==> src/timer_pkg.sv <==
// Constants, register map and field layout of the auto-reload interval timer
// Functional notes
// - A 13-bit prescaler counts up by one on every system clock cycle.
// - An 8-bit read/write mode register selects auto-reload and the count clock.
// - The 8-bit count value is readable and counts up on each selected clock edge.
// - Count clock is system clock over 8192, 2048, 512, 256, 64, 16, 4, or external.
// - An 8-bit write-only load register holds the auto-reload value.
// - In auto-reload the count starts from the load value and reloads it on overflow.
// - Each overflow sets the request flag; zero means no request.
// - The enable bit set to one lets the request flag through as an interrupt.
// - Interrupt starts only with flag one, enable one and CPU mask bit zero.
// - Interrupt interval equals count clock period times 256 minus reload value.
// - Writing mode value fc selects auto-reload with system clock over 64.
`default_nettype none
package timer_pkg;
  localparam int ADDR_W = 18;
  localparam int PRESC_W = 13;
  // Printed offsets are register indices; byte address is four times the index
  localparam logic [15:0] MODE_IDX = 16'hffb2;
  localparam logic [15:0] COUNT_IDX = 16'hffb3;
  localparam logic [15:0] IEN_IDX = 16'hfff5;
  localparam logic [15:0] IRQ_IDX = 16'hfff7;
  localparam logic [ADDR_W-1:0] MODE_ADDR = {MODE_IDX, 2'h0};
  localparam logic [ADDR_W-1:0] COUNT_ADDR = {COUNT_IDX, 2'h0};
  localparam logic [ADDR_W-1:0] IEN_ADDR = {IEN_IDX, 2'h0};
  localparam logic [ADDR_W-1:0] IRQ_ADDR = {IRQ_IDX, 2'h0};
  // Mode register layout
  localparam int MODE_AUTO_BIT = 7;
  localparam int MODE_SEL_LSB = 0;
  localparam int MODE_SEL_W = 3;
  localparam logic [3:0] MODE_RSV_ONES = 4'hf;
  localparam int IRQ_BIT = 5;
  // Count clock selections
  localparam logic [2:0] SEL_DIV8192 = 3'h0;
  localparam logic [2:0] SEL_DIV2048 = 3'h1;
  localparam logic [2:0] SEL_DIV512 = 3'h2;
  localparam logic [2:0] SEL_DIV256 = 3'h3;
  localparam logic [2:0] SEL_DIV64 = 3'h4;
  localparam logic [2:0] SEL_DIV16 = 3'h5;
  localparam logic [2:0] SEL_DIV4 = 3'h6;
  localparam logic [2:0] SEL_EXT = 3'h7;
  // Reset values
  localparam logic RST_AUTO = 1'b0;
  localparam logic [2:0] RST_SEL = SEL_DIV8192;
  localparam logic [7:0] RST_COUNT = 8'h00;
  localparam logic [7:0] RST_RELOAD = 8'h00;
  localparam logic RST_IEN = 1'b0;
  localparam logic RST_FLAG = 1'b0;
  localparam logic [7:0] COUNT_MAX = 8'hff;
  localparam logic [8:0] COUNT_SPAN = 9'h100;
  localparam logic [7:0] MODE_AUTO_DIV64 = 8'hfc;
endpackage
`default_nettype wire
==> src/tick_source_if.sv <==
// Carrier between the register core and the count clock selector
`default_nettype none
interface tick_source_if;
  logic [2:0] sel;
  logic ext_pin;
  logic tick;
  modport src (input sel, input ext_pin, output tick);
  modport user (output sel, output ext_pin, input tick);
endinterface
`default_nettype wire

==> src/auto_reload_interval_timer.sv <==
// APB register core, up counter, auto-reload and interrupt request of the interval timer
//
// The APB register port is this design's own decision.
`default_nettype none
module auto_reload_interval_timer
  import timer_pkg::*;
(
  input wire logic pclk,
  input wire logic presetn,
  input wire logic psel,
  input wire logic penable,
  input wire logic pwrite,
  input wire logic [ADDR_W-1:0] paddr,
  input wire logic [31:0] pwdata,
  input wire logic [3:0] pstrb,
  output logic [31:0] prdata,
  output logic pready,
  output logic pslverr,
  input wire logic ext_event_pin,
  input wire logic cpu_irq_mask,
  output logic timer_irq_req
);
  typedef enum logic [2:0] {
    REG_NONE,
    REG_MODE,
    REG_COUNT,
    REG_IEN,
    REG_IRQ
  } reg_sel_e;

  tick_source_if ts ();

  logic pready_q;
  logic pslverr_q;
  logic [31:0] prdata_q;
  logic auto_q;
  logic [2:0] sel_q;
  logic [7:0] count_q;
  logic [7:0] reload_q;
  logic ien_q;
  logic flag_q;
  logic irq_q;
  logic access;
  logic wr_en;
  reg_sel_e wr_sel;
  reg_sel_e rd_sel;
  logic overflow;
  logic load_wr;
  logic flag_clr;
  logic [31:0] rd_data;

  // Any access to the four mapped, aligned word addresses answers without error, whatever the byte strobes
  function automatic reg_sel_e decode(input logic [ADDR_W-1:0] addr);
    reg_sel_e s;
    s = REG_NONE;
    if (addr == MODE_ADDR) begin
      s = REG_MODE;
    end else if (addr == COUNT_ADDR) begin
      s = REG_COUNT;
    end else if (addr == IEN_ADDR) begin
      s = REG_IEN;
    end else if (addr == IRQ_ADDR) begin
      s = REG_IRQ;
    end
    return s;
  endfunction

  assign ts.sel = sel_q;
  assign ts.ext_pin = ext_event_pin;

  count_clock_select u_clk_sel (
    .pclk(pclk),
    .presetn(presetn),
    .ts(ts)
  );

  // Bus side: one wait state, the write lands on the edge that samples pready
  assign access = psel && penable && pready_q;
  assign wr_sel = decode(paddr);
  assign rd_sel = decode(paddr);
  assign wr_en = access && pwrite && pstrb[0];
  assign load_wr = wr_en && (wr_sel == REG_COUNT);
  // Writing zero to the flag clears it; writing one leaves it alone
  assign flag_clr = wr_en && (wr_sel == REG_IRQ) && !pwdata[IRQ_BIT];
  assign overflow = ts.tick && (count_q == COUNT_MAX);

  always_comb begin
    rd_data = 32'h0000_0000;
    unique case (rd_sel)
      REG_NONE: rd_data = 32'h0000_0000;
      REG_MODE: rd_data = {24'h000000, auto_q, MODE_RSV_ONES, sel_q};
      REG_COUNT: rd_data = {24'h000000, count_q};
      REG_IEN: rd_data = {26'h0000000, ien_q, 5'h00};
      REG_IRQ: rd_data = {26'h0000000, flag_q, 5'h00};
    endcase
  end

  always_ff @(posedge pclk or negedge presetn) begin
    if (!presetn) begin
      pready_q <= 1'b0;
      pslverr_q <= 1'b0;
      prdata_q <= 32'h0000_0000;
    end else if (psel && penable && !pready_q) begin
      pready_q <= 1'b1;
      pslverr_q <= (rd_sel == REG_NONE);
      prdata_q <= pwrite ? 32'h0000_0000 : rd_data;
    end else begin
      pready_q <= 1'b0;
      pslverr_q <= 1'b0;
      prdata_q <= 32'h0000_0000;
    end
  end

  assign prdata = prdata_q;
  assign pready = pready_q;
  assign pslverr = pslverr_q;

  // Mode register
  always_ff @(posedge pclk or negedge presetn) begin
    if (!presetn) begin
      auto_q <= RST_AUTO;
      sel_q <= RST_SEL;
    end else if (wr_en && wr_sel == REG_MODE) begin
      auto_q <= pwdata[MODE_AUTO_BIT];
      sel_q <= pwdata[MODE_SEL_LSB +: MODE_SEL_W];
    end
  end

  // Load register: the count reads back at this index, so the value is write-only
  always_ff @(posedge pclk or negedge presetn) begin
    if (!presetn) begin
      reload_q <= RST_RELOAD;
    end else if (load_wr) begin
      reload_q <= pwdata[7:0];
    end
  end

  // A load write restarts the count from the new value and beats a tick
  always_ff @(posedge pclk or negedge presetn) begin
    if (!presetn) begin
      count_q <= RST_COUNT;
    end else if (load_wr) begin
      count_q <= pwdata[7:0];
    end else if (overflow) begin
      count_q <= auto_q ? reload_q : RST_COUNT;
    end else if (ts.tick) begin
      count_q <= count_q + 8'h01;
    end
  end

  always_ff @(posedge pclk or negedge presetn) begin
    if (!presetn) begin
      ien_q <= RST_IEN;
    end else if (wr_en && wr_sel == REG_IEN) begin
      ien_q <= pwdata[IRQ_BIT];
    end
  end

  // An overflow in the clearing cycle wins, so no event is lost
  always_ff @(posedge pclk or negedge presetn) begin
    if (!presetn) begin
      flag_q <= RST_FLAG;
    end else if (overflow) begin
      flag_q <= 1'b1;
    end else if (flag_clr) begin
      flag_q <= 1'b0;
    end
  end

  // The mask comes from CPU logic on this clock, so it is used unsynchronised
  always_ff @(posedge pclk or negedge presetn) begin
    if (!presetn) begin
      irq_q <= 1'b0;
    end else begin
      irq_q <= flag_q && ien_q && !cpu_irq_mask;
    end
  end

  assign timer_irq_req = irq_q;

  // Helper: ticks since the last overflow, valid only over an undisturbed period
  logic [7:0] ivl_cnt_q;
  logic ivl_ok_q;

  always_ff @(posedge pclk or negedge presetn) begin
    if (!presetn) begin
      ivl_cnt_q <= 8'h00;
      ivl_ok_q <= 1'b0;
    end else begin
      if (overflow) begin
        ivl_cnt_q <= 8'h00;
      end else if (ts.tick) begin
        ivl_cnt_q <= ivl_cnt_q + 8'h01;
      end
      if (wr_en && (wr_sel == REG_MODE || wr_sel == REG_COUNT)) begin
        ivl_ok_q <= 1'b0;
      end else if (overflow) begin
        ivl_ok_q <= auto_q;
      end
    end
  end

  AST_MODE_WRITE: assert property (@(posedge pclk) disable iff (!presetn)
    wr_en && wr_sel == REG_MODE |=>
      auto_q == $past(pwdata[MODE_AUTO_BIT]) && sel_q == $past(pwdata[2:0]))
    else $error("mode register did not take the written value");

  AST_MODE_READ: assert property (@(posedge pclk) disable iff (!presetn)
    psel && penable && !pready_q && !pwrite && rd_sel == REG_MODE |=>
      pready && prdata[7:0] == {auto_q, MODE_RSV_ONES, sel_q} && prdata[31:8] == 24'h0)
    else $error("mode register read back wrong");

  AST_COUNT_UP: assert property (@(posedge pclk) disable iff (!presetn)
    ts.tick && !load_wr && count_q != COUNT_MAX |=> count_q == $past(count_q) + 8'h01)
    else $error("count did not advance on a tick");

  AST_COUNT_HOLD: assert property (@(posedge pclk) disable iff (!presetn)
    !ts.tick && !load_wr |=> $stable(count_q))
    else $error("count moved without a tick");

  AST_LOAD: assert property (@(posedge pclk) disable iff (!presetn)
    load_wr |=> reload_q == $past(pwdata[7:0]) && count_q == reload_q)
    else $error("load write did not set reload and count");

  AST_RELOAD: assert property (@(posedge pclk) disable iff (!presetn)
    overflow && !load_wr && auto_q |=> count_q == $past(reload_q) && flag_q)
    else $error("auto-reload did not reload on overflow");

  AST_WRAP_ZERO: assert property (@(posedge pclk) disable iff (!presetn)
    overflow && !load_wr && !auto_q |=> count_q == RST_COUNT)
    else $error("free count did not wrap to zero");

  AST_FLAG_SET: assert property (@(posedge pclk) disable iff (!presetn)
    overflow |=> flag_q)
    else $error("overflow did not set the request flag");

  AST_FLAG_STICKY: assert property (@(posedge pclk) disable iff (!presetn)
    flag_q && !flag_clr |=> flag_q)
    else $error("request flag dropped without a clear");

  AST_FLAG_CLEAR: assert property (@(posedge pclk) disable iff (!presetn)
    flag_clr && !overflow |=> !flag_q)
    else $error("writing zero did not clear the flag");

  AST_IRQ_GATE: assert property (@(posedge pclk) disable iff (!presetn)
    timer_irq_req == ($past(flag_q) && $past(ien_q) && !$past(cpu_irq_mask)))
    else $error("interrupt request does not follow flag, enable and mask");

  AST_IRQ_ENABLE: assert property (@(posedge pclk) disable iff (!presetn)
    flag_q && !ien_q |=> !timer_irq_req)
    else $error("disabled flag reached the interrupt output");

  AST_INTERVAL: assert property (@(posedge pclk) disable iff (!presetn)
    overflow && ivl_ok_q && auto_q |->
      ({1'b0, ivl_cnt_q} + 9'h001) == (COUNT_SPAN - {1'b0, reload_q}))
    else $error("interrupt interval is not 256 minus reload ticks");

  AST_MODE_FC: assert property (@(posedge pclk) disable iff (!presetn)
    wr_en && wr_sel == REG_MODE && pwdata[7:0] == MODE_AUTO_DIV64 |=>
      auto_q && sel_q == SEL_DIV64)
    else $error("mode fc did not pick auto-reload over 64");

  AST_UNMAPPED: assert property (@(posedge pclk) disable iff (!presetn)
    psel && penable && !pready_q && rd_sel == REG_NONE |=> pready && pslverr)
    else $error("unmapped access not answered with an error");

  // Bus handshake: one wait state, answer signals stand for one cycle only
  AST_READY_PULSE: assert property (@(posedge pclk) disable iff (!presetn)
    pready |=> !pready)
    else $error("pready stood longer than one cycle");

  AST_ONE_WAIT: assert property (@(posedge pclk) disable iff (!presetn)
    psel && penable && !pready |=> pready)
    else $error("access phase not answered after one wait state");

  AST_RDATA_IDLE: assert property (@(posedge pclk) disable iff (!presetn)
    !pready |-> prdata == 32'h0000_0000 && !pslverr)
    else $error("read data or error shown outside the ready cycle");

  AST_STRB_IGNORED: assert property (@(posedge pclk) disable iff (!presetn)
    access && pwrite && !pstrb[0] |=>
      $stable(auto_q) && $stable(sel_q) && $stable(reload_q) && $stable(ien_q))
    else $error("write with the low byte strobe off changed a register");

  AST_FLAG_QUIET: assert property (@(posedge pclk) disable iff (!presetn)
    !flag_q && !overflow |=> !flag_q)
    else $error("request flag rose without an overflow");

  AST_IRQ_MASKED: assert property (@(posedge pclk) disable iff (!presetn)
    cpu_irq_mask |=> !timer_irq_req)
    else $error("masked request reached the interrupt output");

  COV_AUTO_RELOAD: cover property (@(posedge pclk) disable iff (!presetn)
    overflow && auto_q ##1 count_q == reload_q);

  COV_IRQ_RAISED: cover property (@(posedge pclk) disable iff (!presetn)
    !timer_irq_req ##1 timer_irq_req);

  COV_EXT_TICK: cover property (@(posedge pclk) disable iff (!presetn)
    ts.tick && sel_q == SEL_EXT);

  COV_SET_WINS: cover property (@(posedge pclk) disable iff (!presetn)
    overflow && flag_clr);

  COV_FREE_WRAP: cover property (@(posedge pclk) disable iff (!presetn)
    overflow && !auto_q);
endmodule // auto_reload_interval_timer
`default_nettype wire

==> src/count_clock_select.sv <==
// Prescaler and count clock selector producing one-cycle count ticks
`default_nettype none
module count_clock_select
  import timer_pkg::*;
(
  input wire logic pclk,
  input wire logic presetn,
  tick_source_if.src ts
);
  logic [PRESC_W-1:0] presc_q;
  logic sync1_q;
  logic sync2_q;
  logic sync3_q;
  logic tick_q;
  logic tick_d;

  // Low bits that must all be one for a tap to fire once per period
  function automatic logic [PRESC_W-1:0] tap_mask(input logic [2:0] sel);
    logic [PRESC_W-1:0] m;
    m = '0;
    unique case (sel)
      SEL_DIV8192: m = 13'h1fff;
      SEL_DIV2048: m = 13'h07ff;
      SEL_DIV512: m = 13'h01ff;
      SEL_DIV256: m = 13'h00ff;
      SEL_DIV64: m = 13'h003f;
      SEL_DIV16: m = 13'h000f;
      SEL_DIV4: m = 13'h0003;
      SEL_EXT: m = 13'h0000;
    endcase
    return m;
  endfunction

  always_ff @(posedge pclk or negedge presetn) begin
    if (!presetn) begin
      presc_q <= '0;
    end else begin
      presc_q <= presc_q + 13'h0001;
    end
  end

  always_ff @(posedge pclk or negedge presetn) begin
    if (!presetn) begin
      sync1_q <= 1'b0;
      sync2_q <= 1'b0;
      sync3_q <= 1'b0;
    end else begin
      sync1_q <= ts.ext_pin;
      sync2_q <= sync1_q;
      sync3_q <= sync2_q;
    end
  end

  // External events count on the rising edge of the pin
  always_comb begin
    if (ts.sel == SEL_EXT) begin
      tick_d = sync2_q && !sync3_q;
    end else begin
      tick_d = ((presc_q & tap_mask(ts.sel)) == tap_mask(ts.sel));
    end
  end

  always_ff @(posedge pclk or negedge presetn) begin
    if (!presetn) begin
      tick_q <= 1'b0;
    end else begin
      tick_q <= tick_d;
    end
  end

  assign ts.tick = tick_q;

  AST_DIV4_SPACING: assert property (@(posedge pclk) disable iff (!presetn)
    (ts.sel == SEL_DIV4) [*5] ##1 ts.tick |->
      !$past(ts.tick, 1) && !$past(ts.tick, 2) && !$past(ts.tick, 3) && $past(ts.tick, 4))
    else $error("divide-by-4 tick spacing is not four cycles");
endmodule // count_clock_select
`default_nettype wire

==> config.mk <==
export PLATFORM = sky130hd
export DESIGN_NAME = auto_reload_interval_timer
export DESIGN_NICKNAME = d
export VERILOG_FILES = /design/src/timer_pkg.sv /design/src/tick_source_if.sv /design/src/auto_reload_interval_timer.sv /design/src/count_clock_select.sv
export SDC_FILE = /design/constraint.sdc
export NUM_CORES = 1
export LEC_CHECK = 0
export BUFFER_PORTS_ARGS = -buffer_cell sky130_fd_sc_hd__buf_2
export CAP_MARGIN = 0
export CORE_ASPECT_RATIO = 0.8
export CORE_MARGIN = 2
export CORE_UTILIZATION = 45
export DETAILED_ROUTE_END_ITERATION = 8
export PLACE_DENSITY = 0.77
export SYNTH_ARGS = -nofsm -noshare
export SYNTH_HDL_FRONTEND = slang
export SYNTH_SLANG_ARGS = --single-unit
==> constraint.sdc <==
create_clock -name pclk -period 1.76 [get_ports pclk]
set_clock_uncertainty 0.15 [all_clocks]
set_input_delay 0.088 -clock pclk [delete_from_list [all_inputs] [get_ports pclk]]
set_output_delay 0.088 -clock pclk [all_outputs]
set_load 0.02 [all_outputs]
* Yosys cells after proc, flatten, opt, wreduce, memory -nomap -nowiden
Memory sizes are Yosys's and may differ from the RTL's.
Index checks and enable logic that the tools add are counted.
** Cells by class
- Add/subtract/negate cells :: 2
- Equal/unequal tests :: 11
- Muxes and demuxes :: 18
- Bitwise operators :: 1
- Reductions and logical operators :: 21
** Operator list (number)
- 32-bit one-hot mux with 5 select lines :: 1
- 18-bit equality test (second input constant) :: 4
- 32-bit two-way mux :: 2
- 8-bit two-way mux :: 4
- 13-bit two-way mux :: 2
- 1-bit logical AND :: 14
- 13-bit by 1-bit adder with 13-bit output (second input constant) :: 1
- 13-bit AND :: 1
- 13-bit equality test :: 1
- 3-bit two-way mux :: 4
- 8-bit by 1-bit adder with 8-bit output (second input constant) :: 1
- 8-bit equality test (second input constant) :: 1
- 3-bit by 2-bit equality test with 1-bit output (second input constant) :: 2
- 3-bit equality test (second input constant) :: 2
- 1-bit two-way mux :: 5
- 1-bit zero test :: 4
- 3-bit by 1-bit equality test with 1-bit output (second input constant) :: 1
- 3-bit zero test :: 1
- 3-bit nonzero test :: 1
- 2-bit nonzero test :: 1
** Storage, ports and cells
- Register bits :: 74
- ROM bits :: 208
- Input port bits :: 61
- Output and inout port bits :: 35
- Logic and storage cells :: 70
- Memories kept :: 2
** Memory list
- (name not given) :: depth 8, width 13, rd ports 1, clocked after Yosys merged registers in 0, wr ports 0, line count_clock_select.sv:21 : unique case (sel)
- (name not given) :: depth 8, width 13, rd ports 1, clocked after Yosys merged registers in 0, wr ports 0, line count_clock_select.sv:21

* Logic depth before layout (Yosys ltp)
Gate-level depths: netlist of run 1.
- Depth after elaboration :: 10
- Mapped depth :: 6

* Hierarchy
A second synthesis of run 1 with hierarchy kept.
** Second synthesis, totals
- Cells, all modules :: 242
- Area total of the unflattened synthesis :: 2585.0 um2
** By module, submodules not included
- auto_reload_interval_timer :: times used 1, cells an instance 180, area an instance 1868.0 um2, seq. area each 825.8 um2
- count_clock_select :: times used 1, cells an instance 62, area an instance 716.9 um2, seq. area each 425.4 um2

* Least setup slack after synthesis of run 1
OpenSTA, ideal clock, no wires.
- Path type :: register -> register
- Start :: register count_q[0]
- End :: register count_q[1]
- Setup time :: 0.095 ns
- Arrival :: 1.578 ns
- Setup slack :: -0.064 ns
- Stages on the path, launching flop included :: 6
- Path buffers :: 0
- Period minus slack after synthesis :: 1.824 ns
- Cell sequence :: dfrtp_1 > ha_1 > nand4_4 > or2_4 > o311a_1 > o31ai_1
** On the way
- Word-level cells in the longest chain between the ends :: 4
- Elaborated cells on any way between the ends :: 7
- Those cells by class :: add/sub: 1; eq/ne: 1; mux: 3; reduce/logical: 2
** RTL lines
- start, declared :: line auto_reload_interval_timer.sv:38 : logic [7:0] count_q;
- start signal, assigned :: line auto_reload_interval_timer.sv:143 : count_q <= pwdata[7:0];
- start signal, assigned :: line auto_reload_interval_timer.sv:145 : count_q <= auto_q ? reload_q : RST_COUNT;
- start signal, assigned :: line auto_reload_interval_timer.sv:147 : count_q <= count_q + 8'h01;
- 8-bit by 1-bit adder with 8-bit output or 8-bit equality test (tied branches) :: line auto_reload_interval_timer.sv:147, auto_reload_interval_timer.sv:85
- 8-bit two-way mux or 1-bit logical AND (tied branches) :: line auto_reload_interval_timer.sv:146, auto_reload_interval_timer.sv:85
- 8-bit two-way mux :: line auto_reload_interval_timer.sv:144 : end else if (overflow) begin
- 8-bit two-way mux :: line auto_reload_interval_timer.sv:142 : end else if (load_wr) begin
Parallel ways exist; a longest one is shown, timed or not. The select of a mux whose other input is x is not followed.
A chain may end at the register's enable or synchronous reset.

* Worst setup path after layout of run 1
- Start :: register count_q[1]
- End :: register count_q[1]
Same word-level chain as after synthesis.

==> results of run 1 <==
what timing repair did:
item                                    CTS  global route
hold buffers                             14             0
endpoints found under the setup margin    0             8
hold endpoints to repair                 75             0
gates resized for setup                   0             6
power groups by stage:
stage | logic [mW] | clock network [mW] | registers (mW)
2_1_floorplan | 0.116 | 0 | 1.18
3_3_place_gp | 0.158 | 0 | 1.18
3_5_place_dp | 0.160 | 0 | 1.18
4_1_cts | 0.184 | 0.828 | 1.16
5_1_grt | 0.201 | 0.876 | 1.16
6_report | 0.184 | 0.804 | 1.16
cell usage in the layout (no fill, tap or decap), types with 3 or more instances in the layout:
cell type                       instances
sky130_fd_sc_hd__dfrtp_1               50
sky130_fd_sc_hd__buf_2                 44
sky130_fd_sc_hd__conb_1                24
sky130_fd_sc_hd__nor2_1                18
sky130_fd_sc_hd__nand3_1               17
sky130_fd_sc_hd__buf_4                 16
sky130_fd_sc_hd__dlygate4sd3_1         14
sky130_fd_sc_hd__inv_1                 13
sky130_fd_sc_hd__nand2_1               12
sky130_fd_sc_hd__a21oi_1               11
sky130_fd_sc_hd__mux2_2                 7
sky130_fd_sc_hd__xnor2_1                7
sky130_fd_sc_hd__o21ai_1                7
sky130_fd_sc_hd__nand4_1                5
sky130_fd_sc_hd__and4_1                 5
sky130_fd_sc_hd__mux2i_1                5
sky130_fd_sc_hd__xor2_1                 5
sky130_fd_sc_hd__clkbuf_8               5
sky130_fd_sc_hd__nor3_1                 4
sky130_fd_sc_hd__o21bai_1               3
sky130_fd_sc_hd__o311a_1                3
sky130_fd_sc_hd__o31ai_1                3
sky130_fd_sc_hd__mux2_1                 3
stage by stage:
| step | std cells | setup WS [ns] | power, mW | hold WS, ns |
|---|---|---|---|---|
| floorplan | 274 | 0.01593 | 1.298 | -0.3576 |
| global placement | 384 | 0.06369 | 1.336 | -0.06968 |
| detailed placement | 384 | 0.04842 | 1.339 | -0.07237 |
| CTS | 406 | 0.02908 | 2.168 | 0.02926 |
| global route | 406 | -0.06935 | 2.234 | 0.06003 |
| finish | 406 | 0.03642 | 2.145 | 0.04240 |
kinds of logic after synthesis:
logic type	after synthesis	share of synthesized area, %
mux	15	6.138
compound gates	46	12.04
other cells	1	0.1415
xor+xnor	12	3.966
simple gates	82	19.55
fa+ha+maj	2	0.9441
buf+inv	43	10.01
flops	50	47.21
routing by layer:
| layer | share of wire [%] | global-route usage (%) | vias to the layer above |
|---|---|---|---|
| met1 | 48 | 26.18 | 1004 |
| met3 | 6.6 | 4.029 | 7 |
| li1 | - | - | 1005 |
| met4 | 1.3 | 6.838 | 0 |
| met5 | 0 | 0 | - |
| met2 | 44 | 29.97 | 90 |
sequential cells by signal (all words and copies together) (netlist names):
signal	cells
prdata	8
sel_q	3
auto_q	1
ien_q	1
pready	1
flag_q	1
count_q	8
u_clk_sel.sync3_q	1
timer_irq_req	1
u_clk_sel.sync2_q	1
u_clk_sel.sync1_q	1
pslverr	1
u_clk_sel.presc_q	13
reload_q	8
u_clk_sel.ts.tick	1
worst min-delay path: stages:
cell                      delay (ns)
sky130_fd_sc_hd__buf_2          0.13
sky130_fd_sc_hd__buf_4          0.17
sky130_fd_sc_hd__a21oi_1        0.07
layout make-up:
class                   instances  area (µm²)  share of cell area, %
clock buffers                   6       72.57                  2.210
clock inverters                 2       37.54                  1.143
inverters                      14       52.55                  1.601
multi-input cells             181        1271                  38.72
flip-flops and latches         50        1251                  38.11
well taps                      78       97.59                  2.973
repair buffers                 75       500.5                  15.24
cell usage after synthesis, types with 2 or more instances:
| cell | n |
|---|---|
| sky130_fd_sc_hd__xor2_1 | 5 |
| sky130_fd_sc_hd__mux2i_1 | 5 |
| sky130_fd_sc_hd__nand4_1 | 5 |
| sky130_fd_sc_hd__mux2_1 | 3 |
| sky130_fd_sc_hd__o21ai_1 | 7 |
| sky130_fd_sc_hd__xnor2_1 | 7 |
| sky130_fd_sc_hd__o41ai_1 | 2 |
| sky130_fd_sc_hd__nor4_1 | 2 |
| sky130_fd_sc_hd__o31ai_1 | 3 |
| sky130_fd_sc_hd__nor4_4 | 2 |
| sky130_fd_sc_hd__nand3b_1 | 2 |
| sky130_fd_sc_hd__buf_2 | 2 |
| sky130_fd_sc_hd__and4_1 | 5 |
| sky130_fd_sc_hd__nand2_1 | 12 |
| sky130_fd_sc_hd__and3_1 | 2 |
| sky130_fd_sc_hd__mux2_2 | 7 |
| sky130_fd_sc_hd__nor3b_1 | 2 |
| sky130_fd_sc_hd__a21oi_1 | 11 |
| sky130_fd_sc_hd__inv_1 | 13 |
| sky130_fd_sc_hd__dfrtp_1 | 50 |
| sky130_fd_sc_hd__a31oi_1 | 2 |
| sky130_fd_sc_hd__or2_4 | 2 |
| sky130_fd_sc_hd__ha_1 | 2 |
| sky130_fd_sc_hd__o21ai_0 | 2 |
| sky130_fd_sc_hd__nand3_1 | 17 |
| sky130_fd_sc_hd__nor3_1 | 6 |
| sky130_fd_sc_hd__buf_4 | 25 |
| sky130_fd_sc_hd__o21bai_1 | 3 |
| sky130_fd_sc_hd__nand4_4 | 2 |
| sky130_fd_sc_hd__o311a_1 | 3 |
| sky130_fd_sc_hd__nor2_1 | 18 |
| sky130_fd_sc_hd__o211ai_1 | 2 |
path summary, 6_finish.rpt:
kind | cells after the start | to | slack [ns]
worst max-delay path | 5 | count_q[1] | 0.04
worst min-delay path | 3 | prdata[6] | 0.04
worst max register to register | 5 | count_q[1] | 0.04
worst min register to register | 0 | u_clk_sel.sync2_q | 0.21
max in group asynchronous | 3 | reload_q[1] | 0.83
min in group asynchronous | 2 | prdata[0] | 0.12
==> summary.md, run 1 <==
| Metric | Value |
|---|---|
| Via count | `2106` |
| Synthesized instance count | `251` |
| Total die area | `6523 µm²` |
| RSZ-0062 raised after global routing | `true` |
| Clock insertion delay at the later pin of the skew report | `0.31 ns` |
| Critical Path End Type | `flop` |
| Sequential-to-total area share from yosys stat | `47.21%` |
| Data required time of the worst path | `1.83 ns` |
| Finished layout cell area | `3283 µm²` |
| Initial detailed-routing violation count | `146` |
| Max Buffers Root-to-Sink | `2` |
| Drt first pass iters | `4` |
| Net Switching | `0.4977 mW` |
| Total DRC errors in the routed layout | `0` |
| GRT Resource Usage Total | `18.90%` |
| Number of max-cap violations | `0` |
| Number of sinks on the clock net | `50` |
| Share of async-settable or async-resettable flops after synthesis | `100.0%` |
| Leading post-synthesis cells by cell area | `sky130_fd_sc_hd__dfrtp_1 47%, sky130_fd_sc_hd__buf_4 7.1%, sky130_fd_sc_hd__nand3_1 3.2%` |
| Hold path startpoint | `paddr[2]` |
| Predominant post-synthesis flop cell | `sky130_fd_sc_hd__dfrtp_1` |
| Critical path, cell by cell | `ha_4, nand4_4, or2_4, o311a_1, o31ai_1` |
| Highest fanout seen on the critical path | `4` |
| Buffer and inverter count on the worst path | `0` |
| Startpoint of the most critical register-to-register path | `count_q[1]` |
| Post-Place Cell Area | `2994 µm²` |
| Average cell area after synthesis | `10.56 µm²` |
| Core footprint | `5555 µm²` |
| Number of storage elements in the synthesis netlist | `50` |
| Final Hold Violating Endpoints | `0` |
| Layout-stage area growth over the synthesis result | `23.89%` |
| Source of the critical timing path | `count_q[1]` |
| Global placer's final weighted congestion | `0.8854` |
| Netlist cell types | `52` |
| Die W | `89.80 µm` |
| Slew Limit Fails | `0` |
| IO Pins | `96` |
| Highest clock rate | `0.5802 GHz` |
| Static Leak | `1.537 nW` |
| Top-area cell type share of the netlist area | `47.21%` |
| Overflow after GRT | `0` |
| Layout cells sized above 1 | `28.66%` |
| Total setup buffers inserted after CTS | `0` |
| Clock tree from TritonCTS | `built` |
| Post-layout min period | `1.724 ns` |
| Dominant cell type by area after synthesis | `sky130_fd_sc_hd__dfrtp_1` |
| Count of input and output buffers | `44` |
| Power per Cell Area | `653.2 nW/µm²` |
| Final-layout fill cell count | `461` |
| Core utilization of the finished layout | `59.10%` |
| Final routed wirelength across all metal layers | `5.828 mm` |
| Internal Dissipation | `1.647 mW` |
| Number of synthesized flops with an enable pin | `0` |
| Start-to-end type of the worst setup path | `flop to flop` |
| Finish-stage setup viols | `0` |
| Placed wire-length estimate after detailed placement | `4.296 mm` |
| Remaining number of nets flagged by the antenna check after routing | `0` |
| Post-CTS clock slew at the launch and capture registers of the worst setup and hold paths | `0.09 ns` |
| Post-synthesis instance area | `2650 µm²` |
| Number of nets at the end of the flow | `390` |
| Number of vias per cell after detailed routing | `5.187` |
| Family with the most delay on the worst path | `compound AO/OA/AOI/OAI gates` |
| Hold Crit Class | `input pin to flop` |
| Slowest cell on crit path | `sky130_fd_sc_hd__dfrtp_1` |
| Antenna fix cells | `0` |
| Delay of the slowest cell on the worst path | `0.40 ns` |
| Actual transition at the worst max-transition pin | `0.5476 ns` |
| Max transition margin | `63.21%` |
| Effective utilization at floorplan | `47.70%` |
| Routed length per instance | `14.35 µm` |
| Total negative slack for setup checks | `0 ns` |
| Clk pwr share | `37.5%` |
| CP Data Arrival Time | `1.79 ns` |
| Period utilisation layout | `97.93%` |
| Initial antenna violation count | `0` |
| Highest ir drop seen on vdd | `0.3257 mV` |
| Number of clock buffers inserted by TritonCTS | `5` |
| Sw frac | `23.20%` |
| Die Y | `72.64 µm` |
| Worst setup SP type | `flop` |
| Number of warning messages in the yosys log | `0` |
| Total number of placement rows | `24` |
| Sequential power share | `53.9%` |
| Wire length of the first global-routing pass | `9.777 mm` |
| Status | `finished, final reports clean` |
| Via count of the first global-routing pass | `2026` |
| Largest net degree at the start of global routing | `31` |
| H-Tree Depth | `2` |
| Logic gate share of total power | `8.6%` |
| Library cell used as clock root buffer | `sky130_fd_sc_hd__clkbuf_8` |
Note: power is estimated with default switching activity, not from simulation.
==> run 2, diff against run 1 <==
Settings changed: CORE_MARGIN 2 to 5.
==> summary.md, run 2 (synthesis gave the netlist of run 1 again) <==
| Metric | Value |
|---|---|
| Placed wire-length estimate after detailed placement | `4.367 mm` |
| Effective utilization at floorplan | `45.55%` |
| Delay of the slowest cell on the worst path | `0.41 ns` |
| Final-layout fill cell count | `517` |
| Worst setup SP type | `flop` |
| Number of vias per cell after detailed routing | `5.085` |
| IO Pins | `96` |
| Most used cells in the layout excluding fill and tap cells | `49 x sky130_fd_sc_hd__dfrtp_1, 44 x sky130_fd_sc_hd__buf_2, 24 x sky130_fd_sc_hd__conb_1` |
| Status | `finished with violations` |
| Largest net degree at the start of global routing | `26` |
| Violated checks | `negative setup slack` |
| Post-layout power | `2.143 mW` |
| Post-placement cell count | `387` |
| Routed length per instance | `13.96 µm` |
| Count of input and output buffers | `44` |
| Period utilisation layout | `100.2%` |
| Via count of the first global-routing pass | `2022` |
| Number of sinks on the clock net | `50` |
| Final routed wirelength across all metal layers | `5.753 mm` |
| Total negative slack for setup checks | `-0.003851 ns` |
| Worst hold-check slack | `0.05989 ns` |
| Slew Limit Fails | `0` |
| Post-placement worst setup slack | `0.01127 ns` |
| Core utilization of the finished layout | `56.69%` |
| Register with the most flip-flops | `u_clk_sel.presc_q` |
| Initial antenna violation count | `0` |
| Total die area | `7533 µm²` |
| Hold Crit Class | `input pin to flop` |
| Core footprint | `5818 µm²` |
| Startpoint of the most critical register-to-register path | `count_q[0]` |
| Layout cells sized above 1 | `29.00%` |
| Static Leak | `1.553 nW` |
| GRT Resource Usage Total | `16.26%` |
| RSZ-0062 raised after global routing | `true` |
| Die Y | `78.64 µm` |
| Total number of placement rows | `25` |
| Post-CTS clock slew at the launch and capture registers of the worst setup and hold paths | `0.08 ns` |
| Antenna fix cells | `0` |
| H-Tree Depth | `2` |
| Global placer's final weighted congestion | `0.8953` |
| Die W | `95.80 µm` |
| Remaining number of nets flagged by the antenna check after routing | `0` |
| Critical path, cell by cell | `ha_4, nand4_4, or2_4, o311a_1, o31ai_2` |
| Power per Cell Area | `649.8 nW/µm²` |
| Buffer and inverter count on the worst path | `0` |
| R2R Setup Slk | `-0.004 ns` |
| Slowest cell on crit path | `sky130_fd_sc_hd__dfrtp_1` |
| Via count | `2095` |
| Max transition margin | `65.31%` |
| Hold path startpoint | `paddr[3]` |
| Highest fanout seen on the critical path | `5` |
| Library cell used as clock root buffer | `sky130_fd_sc_hd__clkbuf_8` |
| CP Data Arrival Time | `1.83 ns` |
| Overflow after GRT | `0` |
| Reg-to-reg endpoint | `count_q[0]` |
| Data required time of the worst path | `1.82 ns` |
| Worst hold path stage count | `4` |
| Number of nets at the end of the flow | `394` |
| Clock insertion delay at the later pin of the skew report | `0.30 ns` |
| Final Hold Violating Endpoints | `0` |
| Drt first pass iters | `4` |
| Number of cells traversed by the worst register-to-register path | `5` |
| Critical Path End Type | `flop` |
| Wire length of the first global-routing pass | `9.591 mm` |
| Leading cell type in the layout, fill and taps excluded | `sky130_fd_sc_hd__dfrtp_1` |
| Post-layout min period | `1.764 ns` |
| Clock tree from TritonCTS | `built` |
| Number of clock buffers inserted by TritonCTS | `5` |
| Final cell count without fillers | `412` |
| Actual transition at the worst max-transition pin | `0.5163 ns` |
| Max Buffers Root-to-Sink | `2` |
| Family with the most delay on the worst path | `compound AO/OA/AOI/OAI gates` |
| Layout-stage area growth over the synthesis result | `24.46%` |
| Min-Delay Endpoint | `ien_q` |
| Highest clock rate | `0.5669 GHz` |
| Post-Place Cell Area | `2985 µm²` |
| Finished layout cell area | `3298 µm²` |
| Total DRC errors in the routed layout | `0` |
| Initial detailed-routing violation count | `158` |
| Finish-stage setup viols | `1` |
| Start-to-end type of the worst setup path | `flop to flop` |
| Worst path setup slack after routing | `-0.003851 ns` |
| Number of max-cap violations | `0` |
| Highest ir drop seen on vdd | `0.2747 mV` |
| Number of flip-flops in the largest register | `13` |
[run 2: repair_timing]
action	in CTS	in global routing
buffers inserted	0	3
pin swaps	1	4
gates resized for setup	0	6
hold buffers	15	0
endpoints found under the setup margin	1	5
endpoints found under the hold margin	75	0
[run 2: area by class of cell]
| class | instances | area (µm²) | share of cell area [%] |
|---|---|---|---|
| inverters | 14 | 52.55 | 1.593 |
| well taps | 81 | 101.3 | 3.073 |
| repair buffers | 79 | 524.3 | 15.90 |
| flip-flops and latches | 50 | 1252 | 37.97 |
| clock buffers | 6 | 82.58 | 2.504 |
| multi-input cells | 181 | 1255 | 38.05 |
| clock inverters | 1 | 30.03 | 0.9105 |
[run 2: routing by layer]
layer / GRT usage [%] / up-vias / routed length, µm
li1: - / 1012 / -
met5: 0 / - / 0
met2: 25.26 / 82 / 2603
met1: 22.55 / 992 / 2615
met4: 4.688 / 0 / 96
met3: 3.831 / 9 / 438
[run 2: worst max path at each step]
stage	start	endpoint	slack, ns	cells after the start
detailed placement	count_q[1]	count_q[1]	0.01	5
global route	count_q[1]	count_q[0]	-0.05	5
CTS	count_q[1]	count_q[1]	0.004	5
finish	count_q[0]	count_q[0]	-0.004	5
floorplan	count_q[1]	count_q[1]	0.02	5
global placement	paddr[5]	sel_q[1]	0.07	5
[run 2: report_power, final]
group	internal [mW]	leakage [nW]	switching, mW
sequential	1.15	0.611	0.00307
combinational	0.0695	0.885	0.113
clock	0.455	0.0573	0.350
[run 2: worst register-to-register path: cells and delay by family, from the launching register on]
kind	cells	cell delay [ns]
compound gates	2	0.52
simple gates	2	0.44
flops	1	0.41
fa+ha+maj	1	0.17
